===== src/rtl/regulator_status_flag_bank_regs.svh =====
`ifndef REGULATOR_STATUS_FLAG_BANK_REGS_SVH
`define REGULATOR_STATUS_FLAG_BANK_REGS_SVH

// register indices; byte address is four times the index
`define IDX_LINREG_EVENT_FLAGS 8'h1C
`define IDX_TOP_LEVEL_STATUS 8'h1D
`define IDX_BUCK_CONVERTER_STATUS 8'h1E
`define IDX_LINREG_LIVE_STATUS 8'h1F
`define IDX_LINREG_EVENT_ENABLE 8'h22

// reset values
`define RST_LINREG_EVENT_FLAGS 8'h00
`define RST_TOP_LEVEL_STATUS 8'h00
`define RST_BUCK_CONVERTER_STATUS 8'h00
`define RST_LINREG_LIVE_STATUS 8'h00
`define RST_LINREG_EVENT_ENABLE 8'h00

// linear regulator event flag positions (regulator n at base + 4*n)
`define BIT_LINREG_CURRENT_LIMIT_EVENT 0
`define BIT_LINREG_SHORT_CIRCUIT_EVENT 1
`define BIT_LINREG_POWER_GOOD_EVENT 2
`define MASK_LINREG_EVENT_FLAGS 8'h77

// top level status positions
`define BIT_POWER_GOOD_PIN_STATE 7
`define BIT_SYNC_CLOCK_INVALID_STATE 4
`define BIT_THERMAL_SHUTDOWN_STATE 3
`define BIT_THERMAL_WARNING_STATE 2
`define BIT_INPUT_OVERVOLTAGE_STATE 1

// converter and linear regulator live status positions (unit n at base + 4*n)
`define BIT_UNIT_CURRENT_LIMIT_STATE 0
`define BIT_UNIT_VOLTAGE_INVALID_STATE 2
`define BIT_UNIT_ENABLED_STATE 3

// short-circuit qualification time
`define SHORT_CIRCUIT_TIME_US 1000
`define CLOCK_MHZ 100
`define SHORT_CIRCUIT_CYCLES (`SHORT_CIRCUIT_TIME_US * `CLOCK_MHZ)

`endif


===== src/rtl/regulator_status_flag_bank_pkg.sv =====
package regulator_status_flag_bank_pkg;
	// one register byte
	typedef logic [7:0] reg_byte_t;
	// short-circuit qualification counter
	typedef logic [19:0] sc_count_t;
	// per-regulator pair of detector levels
	typedef logic [1:0] unit_pair_t;
endpackage


===== src/rtl/regulator_status_flag_bank.sv =====
// How it works
// linear regulator 1 power-good event sets event bit 6 until written one.
// regulator 1 short below threshold over 1 ms sets event bit 5; W1C.
// regulator 1 current limit active latches event bit 4 until written one.
// linear regulator 0 power-good event sets event bit 2 until written one.
// regulator 0 short below threshold over 1 ms sets event bit 1; W1C.
// regulator 0 current limit active latches event bit 0 until written one.
// top status bit 7 follows the power-good output pin.
// top status bit 4 reads one while external sync clock is invalid.
// top status bit 3 reads one while above thermal shutdown level.
// top status bit 2 reads one while above thermal warning level.
// top status bit 1 reads one while input is above overvoltage threshold.
// buck status bits 7 and 3 show converter 1 and 0 enabled.
// buck status bits 6 and 2 show live voltage invalid, one is invalid.
// buck status bits 4 and 0 show live current limit active.
// writing zero keeps event bits; an event during a clear keeps it set.
// status registers ignore writes; reserved bits read zero.
//
// Local design decision: the APB register port.
`timescale 1ns/1ns
`include "regulator_status_flag_bank_regs.svh"

module regulator_status_flag_bank #(
	parameter int SHORT_CIRCUIT_CYCLES = `SHORT_CIRCUIT_CYCLES
) (
	// clock and reset
	input wire logic pclk,
	input wire logic presetn,
	// apb slave
	input wire logic psel,
	input wire logic penable,
	input wire logic pwrite,
	input wire logic [7:0] paddr,
	input wire logic [31:0] pwdata,
	output logic [31:0] prdata,
	output logic pready,
	output logic pslverr,
	// linear regulator detectors, index 0 and 1
	input wire logic [1:0] linreg_power_good_event,
	input wire logic [1:0] linreg_below_short_threshold,
	input wire logic [1:0] linreg_current_limit_active,
	input wire logic [1:0] linreg_enabled,
	input wire logic [1:0] linreg_voltage_invalid,
	// top level monitors
	input wire logic power_good_output_pin,
	input wire logic sync_clock_invalid,
	input wire logic thermal_shutdown_state,
	input wire logic thermal_warning_state,
	input wire logic input_overvoltage_state,
	// buck converter monitors, index 0 and 1
	input wire logic [1:0] converter_enabled_state,
	input wire logic [1:0] converter_voltage_invalid_state,
	input wire logic [1:0] converter_current_limit_state,
	// interrupt
	output logic irq
);

	regulator_status_flag_bank_pkg::reg_byte_t linreg_event_flags;
	regulator_status_flag_bank_pkg::reg_byte_t linreg_event_enable;
	regulator_status_flag_bank_pkg::reg_byte_t top_level_status;
	regulator_status_flag_bank_pkg::reg_byte_t buck_converter_status;
	regulator_status_flag_bank_pkg::reg_byte_t linreg_live_status;
	regulator_status_flag_bank_pkg::reg_byte_t event_set;
	regulator_status_flag_bank_pkg::reg_byte_t event_clear;
	regulator_status_flag_bank_pkg::reg_byte_t next_linreg_event_flags;
	regulator_status_flag_bank_pkg::reg_byte_t next_read_byte;
	regulator_status_flag_bank_pkg::unit_pair_t short_circuit_seen;
	logic access;
	logic setup_or_wait;
	logic addr_aligned;
	logic hit_flags;
	logic hit_enable;
	logic hit_top;
	logic hit_buck;
	logic hit_live;
	logic mapped;

	// decode on the byte address; the low two bits must be zero
	assign addr_aligned = (paddr[1:0] == 2'h0);
	assign hit_flags = addr_aligned && ({2'h0, paddr[7:2]} == `IDX_LINREG_EVENT_FLAGS);
	assign hit_top = addr_aligned && ({2'h0, paddr[7:2]} == `IDX_TOP_LEVEL_STATUS);
	assign hit_buck = addr_aligned && ({2'h0, paddr[7:2]} == `IDX_BUCK_CONVERTER_STATUS);
	assign hit_live = addr_aligned && ({2'h0, paddr[7:2]} == `IDX_LINREG_LIVE_STATUS);
	assign hit_enable = addr_aligned && ({2'h0, paddr[7:2]} == `IDX_LINREG_EVENT_ENABLE);
	assign mapped = hit_flags || hit_top || hit_buck || hit_live || hit_enable;

	// one wait state: pready rises in the second access cycle
	assign setup_or_wait = psel && penable && !pready;
	assign access = psel && penable && pready;

	// apb handshake; ready is registered so it comes from a flip-flop
	always_ff @(posedge pclk or negedge presetn) begin
		if (!presetn) begin
			pready <= 1'b0;
			pslverr <= 1'b0;
		end else begin
			pready <= setup_or_wait;
			pslverr <= setup_or_wait && !mapped;
		end
	end

	// read mux; reserved bits are zero in every stored value
	always_comb begin
		next_read_byte = 8'h00;
		if (hit_flags) begin
			next_read_byte = linreg_event_flags;
		end else if (hit_top) begin
			next_read_byte = top_level_status;
		end else if (hit_buck) begin
			next_read_byte = buck_converter_status;
		end else if (hit_live) begin
			next_read_byte = linreg_live_status;
		end else if (hit_enable) begin
			next_read_byte = linreg_event_enable;
		end
	end

	// read data captured in the wait cycle, held valid alongside pready
	always_ff @(posedge pclk or negedge presetn) begin
		if (!presetn) begin
			prdata <= 32'h0000_0000;
		end else if (setup_or_wait && !pwrite) begin
			prdata <= {24'h00_0000, next_read_byte};
		end
	end

	// per regulator event detection, one copy per linear regulator
	genvar n;
	generate
		for (n = 0; n < 2; n = n + 1) begin : g_linreg
			regulator_status_flag_bank_pkg::sc_count_t low_count;
			// count cycles spent below the short threshold, saturating
			always_ff @(posedge pclk or negedge presetn) begin
				if (!presetn) begin
					low_count <= 20'h0_0000;
				end else if (!linreg_below_short_threshold[n]) begin
					low_count <= 20'h0_0000;
				end else if (low_count <= SHORT_CIRCUIT_CYCLES[19:0]) begin
					low_count <= low_count + 20'h0_0001;
				end
			end
			// flag only once the low spell lasts longer than the window
			assign short_circuit_seen[n] = linreg_below_short_threshold[n] &&
				(low_count >= SHORT_CIRCUIT_CYCLES[19:0]); // see
			assign event_set[4*n + `BIT_LINREG_CURRENT_LIMIT_EVENT] =
				linreg_current_limit_active[n]; // see
			assign event_set[4*n + `BIT_LINREG_SHORT_CIRCUIT_EVENT] = short_circuit_seen[n];
			assign event_set[4*n + `BIT_LINREG_POWER_GOOD_EVENT] =
				linreg_power_good_event[n]; // see
			assign event_set[4*n + 3] = 1'b0;
		end
	endgenerate

	// write-one-to-clear; zeros in the write leave bits alone
	assign event_clear = (access && pwrite && hit_flags) ? pwdata[7:0] : 8'h00;
	// the set term wins over a clear in the same cycle
	assign next_linreg_event_flags =
		((linreg_event_flags & ~event_clear) | event_set) & `MASK_LINREG_EVENT_FLAGS; // see

	// sticky event flags
	always_ff @(posedge pclk or negedge presetn) begin
		if (!presetn) begin
			linreg_event_flags <= `RST_LINREG_EVENT_FLAGS;
		end else begin
			linreg_event_flags <= next_linreg_event_flags; // see see see see see
		end
	end

	// interrupt enable, same layout as the flags; one enables the bit
	always_ff @(posedge pclk or negedge presetn) begin
		if (!presetn) begin
			linreg_event_enable <= `RST_LINREG_EVENT_ENABLE;
		end else if (access && pwrite && hit_enable) begin
			linreg_event_enable <= pwdata[7:0] & `MASK_LINREG_EVENT_FLAGS;
		end
	end

	// level interrupt, registered from the next flag value so it rises in the same cycle as the flag
	always_ff @(posedge pclk or negedge presetn) begin
		if (!presetn) begin
			irq <= 1'b0;
		end else begin
			irq <= |(next_linreg_event_flags & linreg_event_enable);
		end
	end

	// top level live status; writes never reach it
	always_ff @(posedge pclk or negedge presetn) begin
		if (!presetn) begin
			top_level_status <= `RST_TOP_LEVEL_STATUS;
		end else begin
			top_level_status <= 8'h00;
			top_level_status[`BIT_POWER_GOOD_PIN_STATE] <= power_good_output_pin;
			top_level_status[`BIT_SYNC_CLOCK_INVALID_STATE] <= sync_clock_invalid;
			top_level_status[`BIT_THERMAL_SHUTDOWN_STATE] <= thermal_shutdown_state;
			top_level_status[`BIT_THERMAL_WARNING_STATE] <= thermal_warning_state;
			top_level_status[`BIT_INPUT_OVERVOLTAGE_STATE] <= input_overvoltage_state;
		end
	end

	// converter and linear regulator live status, unlatched raw levels
	always_ff @(posedge pclk or negedge presetn) begin
		if (!presetn) begin
			buck_converter_status <= `RST_BUCK_CONVERTER_STATUS;
			linreg_live_status <= `RST_LINREG_LIVE_STATUS;
		end else begin
			buck_converter_status <= {
				converter_enabled_state[1], converter_voltage_invalid_state[1], 1'b0,
				converter_current_limit_state[1],
				converter_enabled_state[0], converter_voltage_invalid_state[0], 1'b0,
				converter_current_limit_state[0]}; // see see see
			linreg_live_status <= {
				linreg_enabled[1], linreg_voltage_invalid[1], 1'b0, linreg_current_limit_active[1],
				linreg_enabled[0], linreg_voltage_invalid[0], 1'b0, linreg_current_limit_active[0]};
		end
	end

endmodule


===== config.mk =====
export PLATFORM = sky130hd
export DESIGN_NAME = regulator_status_flag_bank
export DESIGN_NICKNAME = d
export VERILOG_FILES = /design/src/rtl/regulator_status_flag_bank_pkg.sv /design/src/rtl/regulator_status_flag_bank.sv
export VERILOG_INCLUDE_DIRS = /design/src /design/src/rtl
export SDC_FILE = /design/constraint.sdc
export NUM_CORES = 1
export LEC_CHECK = 0
export BUFFER_PORTS_ARGS = -buffer_cell sky130_fd_sc_hd__buf_4
export CORE_MARGIN = 3
export CORE_UTILIZATION = 45
export DETAILED_ROUTE_END_ITERATION = 10
export PLACE_DENSITY = 0.7
export SLEW_MARGIN = 20
export SYNTH_ARGS = -nofsm -noshare
export SYNTH_HDL_FRONTEND = slang
export SYNTH_SLANG_ARGS = --single-unit
export TNS_END_PERCENT = 50

===== constraint.sdc =====
create_clock -name pclk -period 2.6 [get_ports pclk]
set_input_delay 0.26 -clock pclk [delete_from_list [all_inputs] [get_ports pclk]]
set_output_delay 0.26 -clock pclk [all_outputs]
set_load 0.03 [all_outputs]

# After elaboration in Yosys (flattened, before gate mapping)

Cells that the tools add are included.
W data, S select, Z words.

Bitwise logic cells: 4
$add $sub $neg: 2
Mux-type cells: 10
Div/mod/pow operators: 0
Eq/ne operators: 7
Magnitude comparators: 4
Shifts and indexed selects: 0
Reductions and logical operators: 24
$mul: 0

Operators with widths:

| operator                | count |
|---|---|
| $mux W20                | 4 |
| $add A20 B1 Y20 const B | 2 |
| $ge A20 B17 Y1 const B  | 2 |
| $le A20 B17 Y1 const B  | 2 |
| $mux W8                 | 4 |
| $eq A6 B5 Y1 const B    | 4 |
| $logic_and A1 B1 Y1     | 15 |
| $and A7 B7 Y7           | 2 |
| $mux W7                 | 2 |
| $reduce_or A8 Y1        | 1 |
| $not A7 Y7              | 1 |
| $or A7 B7 Y7            | 1 |
| $eq A6 B6 Y1 const B    | 1 |
| $logic_or A1 B1 Y1      | 4 |
| $ne A2 B1 Y1 const B    | 2 |
| $logic_not A1 Y1        | 3 |
| $logic_not A2 Y1        | 1 |

Word-level logic and storage cells: 62
Output and inout port bits: 35
Memories: 0
Memory bits (writable): 0
Bits in read-only memories: 0
Input port bits: 66
Latch bits: 0
Bits in registers: 80

# Longest topological paths before layout

Word-level depth: 10
Mapped depth: 9
Gate-level depth less buffers: 8

# Worst setup path after synthesis

OpenSTA, ideal clock, no wires.

Kind: reg-to-reg
Start: register g_linreg[0].low_count[0]
End: register g_linreg[0].low_count[4]
Cell stages (with the launch flop): 10
Arrival: 1.768 ns
Period minus slack after synthesis: 1.887 ns
Buffers on the path: 1
Required time: 2.481 ns
Path slack: 0.713 ns
Setup time: 0.119 ns
Cell sequence: dfrtp_1 > inv_1 > ha_1 > nor4b_1 > o211ai_1 > a21boi_2 > buf_2 > nand4_1 > xnor2_1 > and2_1

Word-level cells in the longest chain between the ends: 3
Elaborated cells on any way between the ends: 5
Those cells by class: add/sub (1); order compare (1); eq/ne (1); mux (2)

Ends and longest elaborated chain:

| what                   | RTL line                          | RTL |
|---|---|---|
| from (decl)            | regulator_status_flag_bank.sv:131 | `regulator_status_flag_bank_pkg::sc_count_t low_count;` |
| from (signal assigned) | regulator_status_flag_bank.sv:139 | `low_count <= low_count + 20'h0_0001;` |
| $add A20 B1 Y20        | regulator_status_flag_bank.sv:139 |  |
| $mux W20               | regulator_status_flag_bank.sv:138 | `end else if (low_count <= SHORT_CIRCUIT_CYCLES[19:0]) begin` |
| $mux W20               | regulator_status_flag_bank.sv:136 | `end else if (!linreg_below_short_threshold[n]) begin` |

Parallel ways exist; a longest one is shown, timed or not. The select of a mux whose other input is x is not followed.
A chain may end at the register's enable or synchronous reset.

# Worst setup path after layout

Start: register g_linreg[1].low_count[18]
End: register g_linreg[1].low_count[10]

Word-level cells in the longest chain between the ends: 2

Ends and longest elaborated chain:

| what                   | RTL line |
|---|---|
| from (decl)            | regulator_status_flag_bank.sv:131 |
| from (signal assigned) | regulator_status_flag_bank.sv:139 |
| $le A20 B17 Y1         | regulator_status_flag_bank.sv:138 |
| $ne A2 B1 Y1 (no line) | n/a |

No other way between the ends.

==> results.json <==
{
  "crit_path_start_kind": "register",
  "rows": 33,
  "cp_slowest_cell": "or4_1",
  "drcViolationCount": 0,
  "finalHoldViolCount": 0,
  "diodes": 0,
  "fmax_mhz": 475,
  "yosysWarnings": 0,
  "synthTopCellsByArea": "dfrtp_1, buf_4, and2_1, xnor2_1, nand2_1",
  "maxCapViolCount": 0,
  "drt-total-wl_um": 8090,
  "synth_edf_count": 0,
  "clockRootBuffer": "clkbuf_8",
  "ctsLongestPathBuffers": 2,
  "critPathBufInv": 1,
  "drtAntennaViolNets": 0,
  "power_leakage_nw": 2.15,
  "die_w_um": 99.6,
  "cts_tree": "yes",
  "place.gp.congestion": 0.808,
  "ff2ff_setup_slack_ns": 0.49,
  "critical_path_arrival_ns": 2.38,
  "synth_simple_gate_area_share_pct": 21.9,
  "die_h_um": 99.6,
  "rsz0062_at_grt": "false",
  "worst_pin_slew_ns": 0.688,
  "synth_compound_area_share_pct": 9.86,
  "p_per_area_nw_per_um2": 549,
  "max-slew-margin-rel_pct": 53.7,
  "post-route-cell-area_um2": 4710,
  "cp.required_ns": 2.88,
  "finalSetupViolations": 0,
  "seq_area_frac_synth_pct": 50.7,
  "setup_tns_ns": 0,
  "synth_cell_types": 52,
  "grt_pass1_vias": 2855,
  "grt_usage_pct": 17.5,
  "start_util_pct": 47.1,
  "total_power_mw": 2.59,
  "status": "finished, final reports clean",
  "htree_levels": 3,
  "grt_max_degree": 53,
  "core-area_um2": 8380,
  "synth_xor_area_share_pct": 4.00,
  "fin_nets": 523,
  "synth_top_family_by_area": "simple AND/OR/NAND/NOR gates",
  "final_common_cell": "dfrtp_1",
  "initialDrtViolationCount": 124,
  "synth.cell_area_um2": 3950,
  "clk_latency_ns": 0.35,
  "yosys.area.top_type_share_pct": 50.7,
  "async_reset_ff_share_pct": 100,
  "vias": 2958,
  "fillers": 718,
  "period_minus_slack_ns": 2.11,
  "drv_slew": 0,
  "critPathKind": "reg2reg",
  "worstRegToRegCells": 6,
  "synth_top_cell_by_area": "dfrtp_1",
  "grt_first_pass_wirelength_um": 13800,
  "post-cts-setup-buffers": 0,
  "cts.sinks": 80,
  "synthFlopType": "dfrtp_1",
  "worstReg2RegStart": "g_linreg[1].low_count[18]",
  "die_area_um2": 9930,
  "worstPathMaxFanout": 11,
  "hpwl_um": 5690,
  "cts.reportedPaths.clkPinSlew_ns": 0.08,
  "io_buffers": 50,
  "synth_cells": 387,
  "hold-worst-slack_ns": 0.0148,
  "muxShareOfSynthArea_pct": 5.07,
  "drt_pass1_iterations": 4,
  "cp_top_family": "simple AND/OR/NAND/NOR gates",
  "fin_skew_ns": 0.00691,
  "ctsResizeCount": 0,
  "place_area_um2": 4350,
  "min_from": "converter_voltage_invalid_state[1]",
  "io_pins": 101,
  "finalCritPeriodShare_pct": 81.0,
  "path_cells": "or3_4 -> nor4_4 -> inv_1 -> o22a_1 -> or4_1 -> a21oi_1",
  "fin_util_pct": 56.2,
  "synth_seq_cells": 80,
  "final_cell_mix": "dfrtp_1, buf_4, nand2_1, nor2_1, conb_1",
  "hp-class": "in2reg",
  "ir_worst_vdd_v": 0.000347,
  "cts-buffers-inserted": 9,
  "grt-ovfl-total": 0,
  "antenna_found_initial": 0,
  "syn_avg_cell_area_um2": 10.2,
  "area_delta_synth_final_pct": 19.5,
  "slowest_delay_ns": 0.51,
  "wl_per_cell_um": 14.4,
  "worstHoldPathCells": 1,
  "r2r-end": "g_linreg[1].low_count[10]",
  "cp-end-kind": "register",
  "vias_per_cell": 5.25,
  "drive_above_1_share_pct": 18.3,
  "synth_adder_area_share_pct": 1.27,
  "holdPathEnd": "buck_converter_status[6]"
}
worst max path at each step:
stage                              startpoint                        end  slack [ns]  depth (start not counted)
floorplan            g_linreg[0].low_count[0]   g_linreg[0].low_count[4]        0.71                          9
global placement    g_linreg[1].low_count[18]  g_linreg[1].low_count[10]        0.54                          6
detailed placement  g_linreg[1].low_count[18]  g_linreg[1].low_count[10]        0.51                          6
CTS                 g_linreg[1].low_count[18]  g_linreg[1].low_count[10]        0.48                          6
global route        g_linreg[1].low_count[18]  g_linreg[1].low_count[10]        0.34                          6
finish              g_linreg[1].low_count[18]  g_linreg[1].low_count[10]        0.49                          6
where the power goes:
part           leakage (nW)  internal, mW  switching [mW]  total, mW
Combinational          1.00         0.117           0.189      0.307
Clock                 0.106         0.503           0.469      0.972
Sequential             1.04          1.28          0.0248       1.31
state kept, by name, summed over array words and instances, names as in the netlist:
register / cells
top_level_status: 5
irq: 1
g_linreg.low_count: 40
pready: 1
linreg_event_enable: 6
linreg_event_flags: 6
linreg_live_status: 6
prdata: 8
buck_converter_status: 6
pslverr: 1
synth_stat cells, types with 3 or more instances:
cell and instances:
xnor2_1 14, nand2_1 32, o21a_1 3, a22o_1 3, a22oi_1 5, o21ai_0 8, and3_1 9, inv_1 12
a21o_1 3, nand3_1 12, or3_1 5, nand4_1 9, nor2_1 25, nand4b_1 3, buf_4 24, mux2_2 8
dfrtp_1 80, clkbuf_1 10, nor4_1 8, and2_1 23, ha_1 4, xor2_1 4, mux2i_1 11, a21oi_1 21
nor3_1 9, nand2b_1 6, and4_1 4
layout make-up:
cell class	count	area (µm²)	area share [%]
Sequential cell	80	2000	42.5
Multi-Input combinational cell	281	1750	37.2
Timing Repair Buffer	69	568	12.0
Clock buffer	11	151	3.21
Tap cell	105	131	2.79
Clock inverter	5	63.8	1.35
Inverter	12	45.0	0.955
cell families (layout without fill, tap and decap cells):
group	Yosys count	in the layout
xor+xnor	18	18
simple gates	156	156
compound gates	60	60
flops	80	80
fa+ha+maj	4	4
buf+inv	49	97
other cells	1	24
mux	19	19
per-layer routing:
layer  track usage [%]  vias to the layer above  wire, µm
met1              23.5                     1421      3680
met3              3.44                       16       367
met2              27.5                       83      3870
met4              7.77                        0       174
met5                 0                        -         0
li1                  -                     1438         -
through the flow:
stage | setup WS, ns | instances
2_1_floorplan | 0.713 | 410
3_3_place_gp | 0.536 | 532
3_5_place_dp | 0.510 | 532
4_1_cts | 0.484 | 561
5_1_grt | 0.338 | 563
6_report | 0.494 | 563
what timing repair did:
action / in CTS / in global routing
setup endpoints to repair: 0 / 0
endpoints found under the hold margin: 63 / 2
hold buffers: 13 / 2
Note: power is estimated with default switching activity, not from simulation.
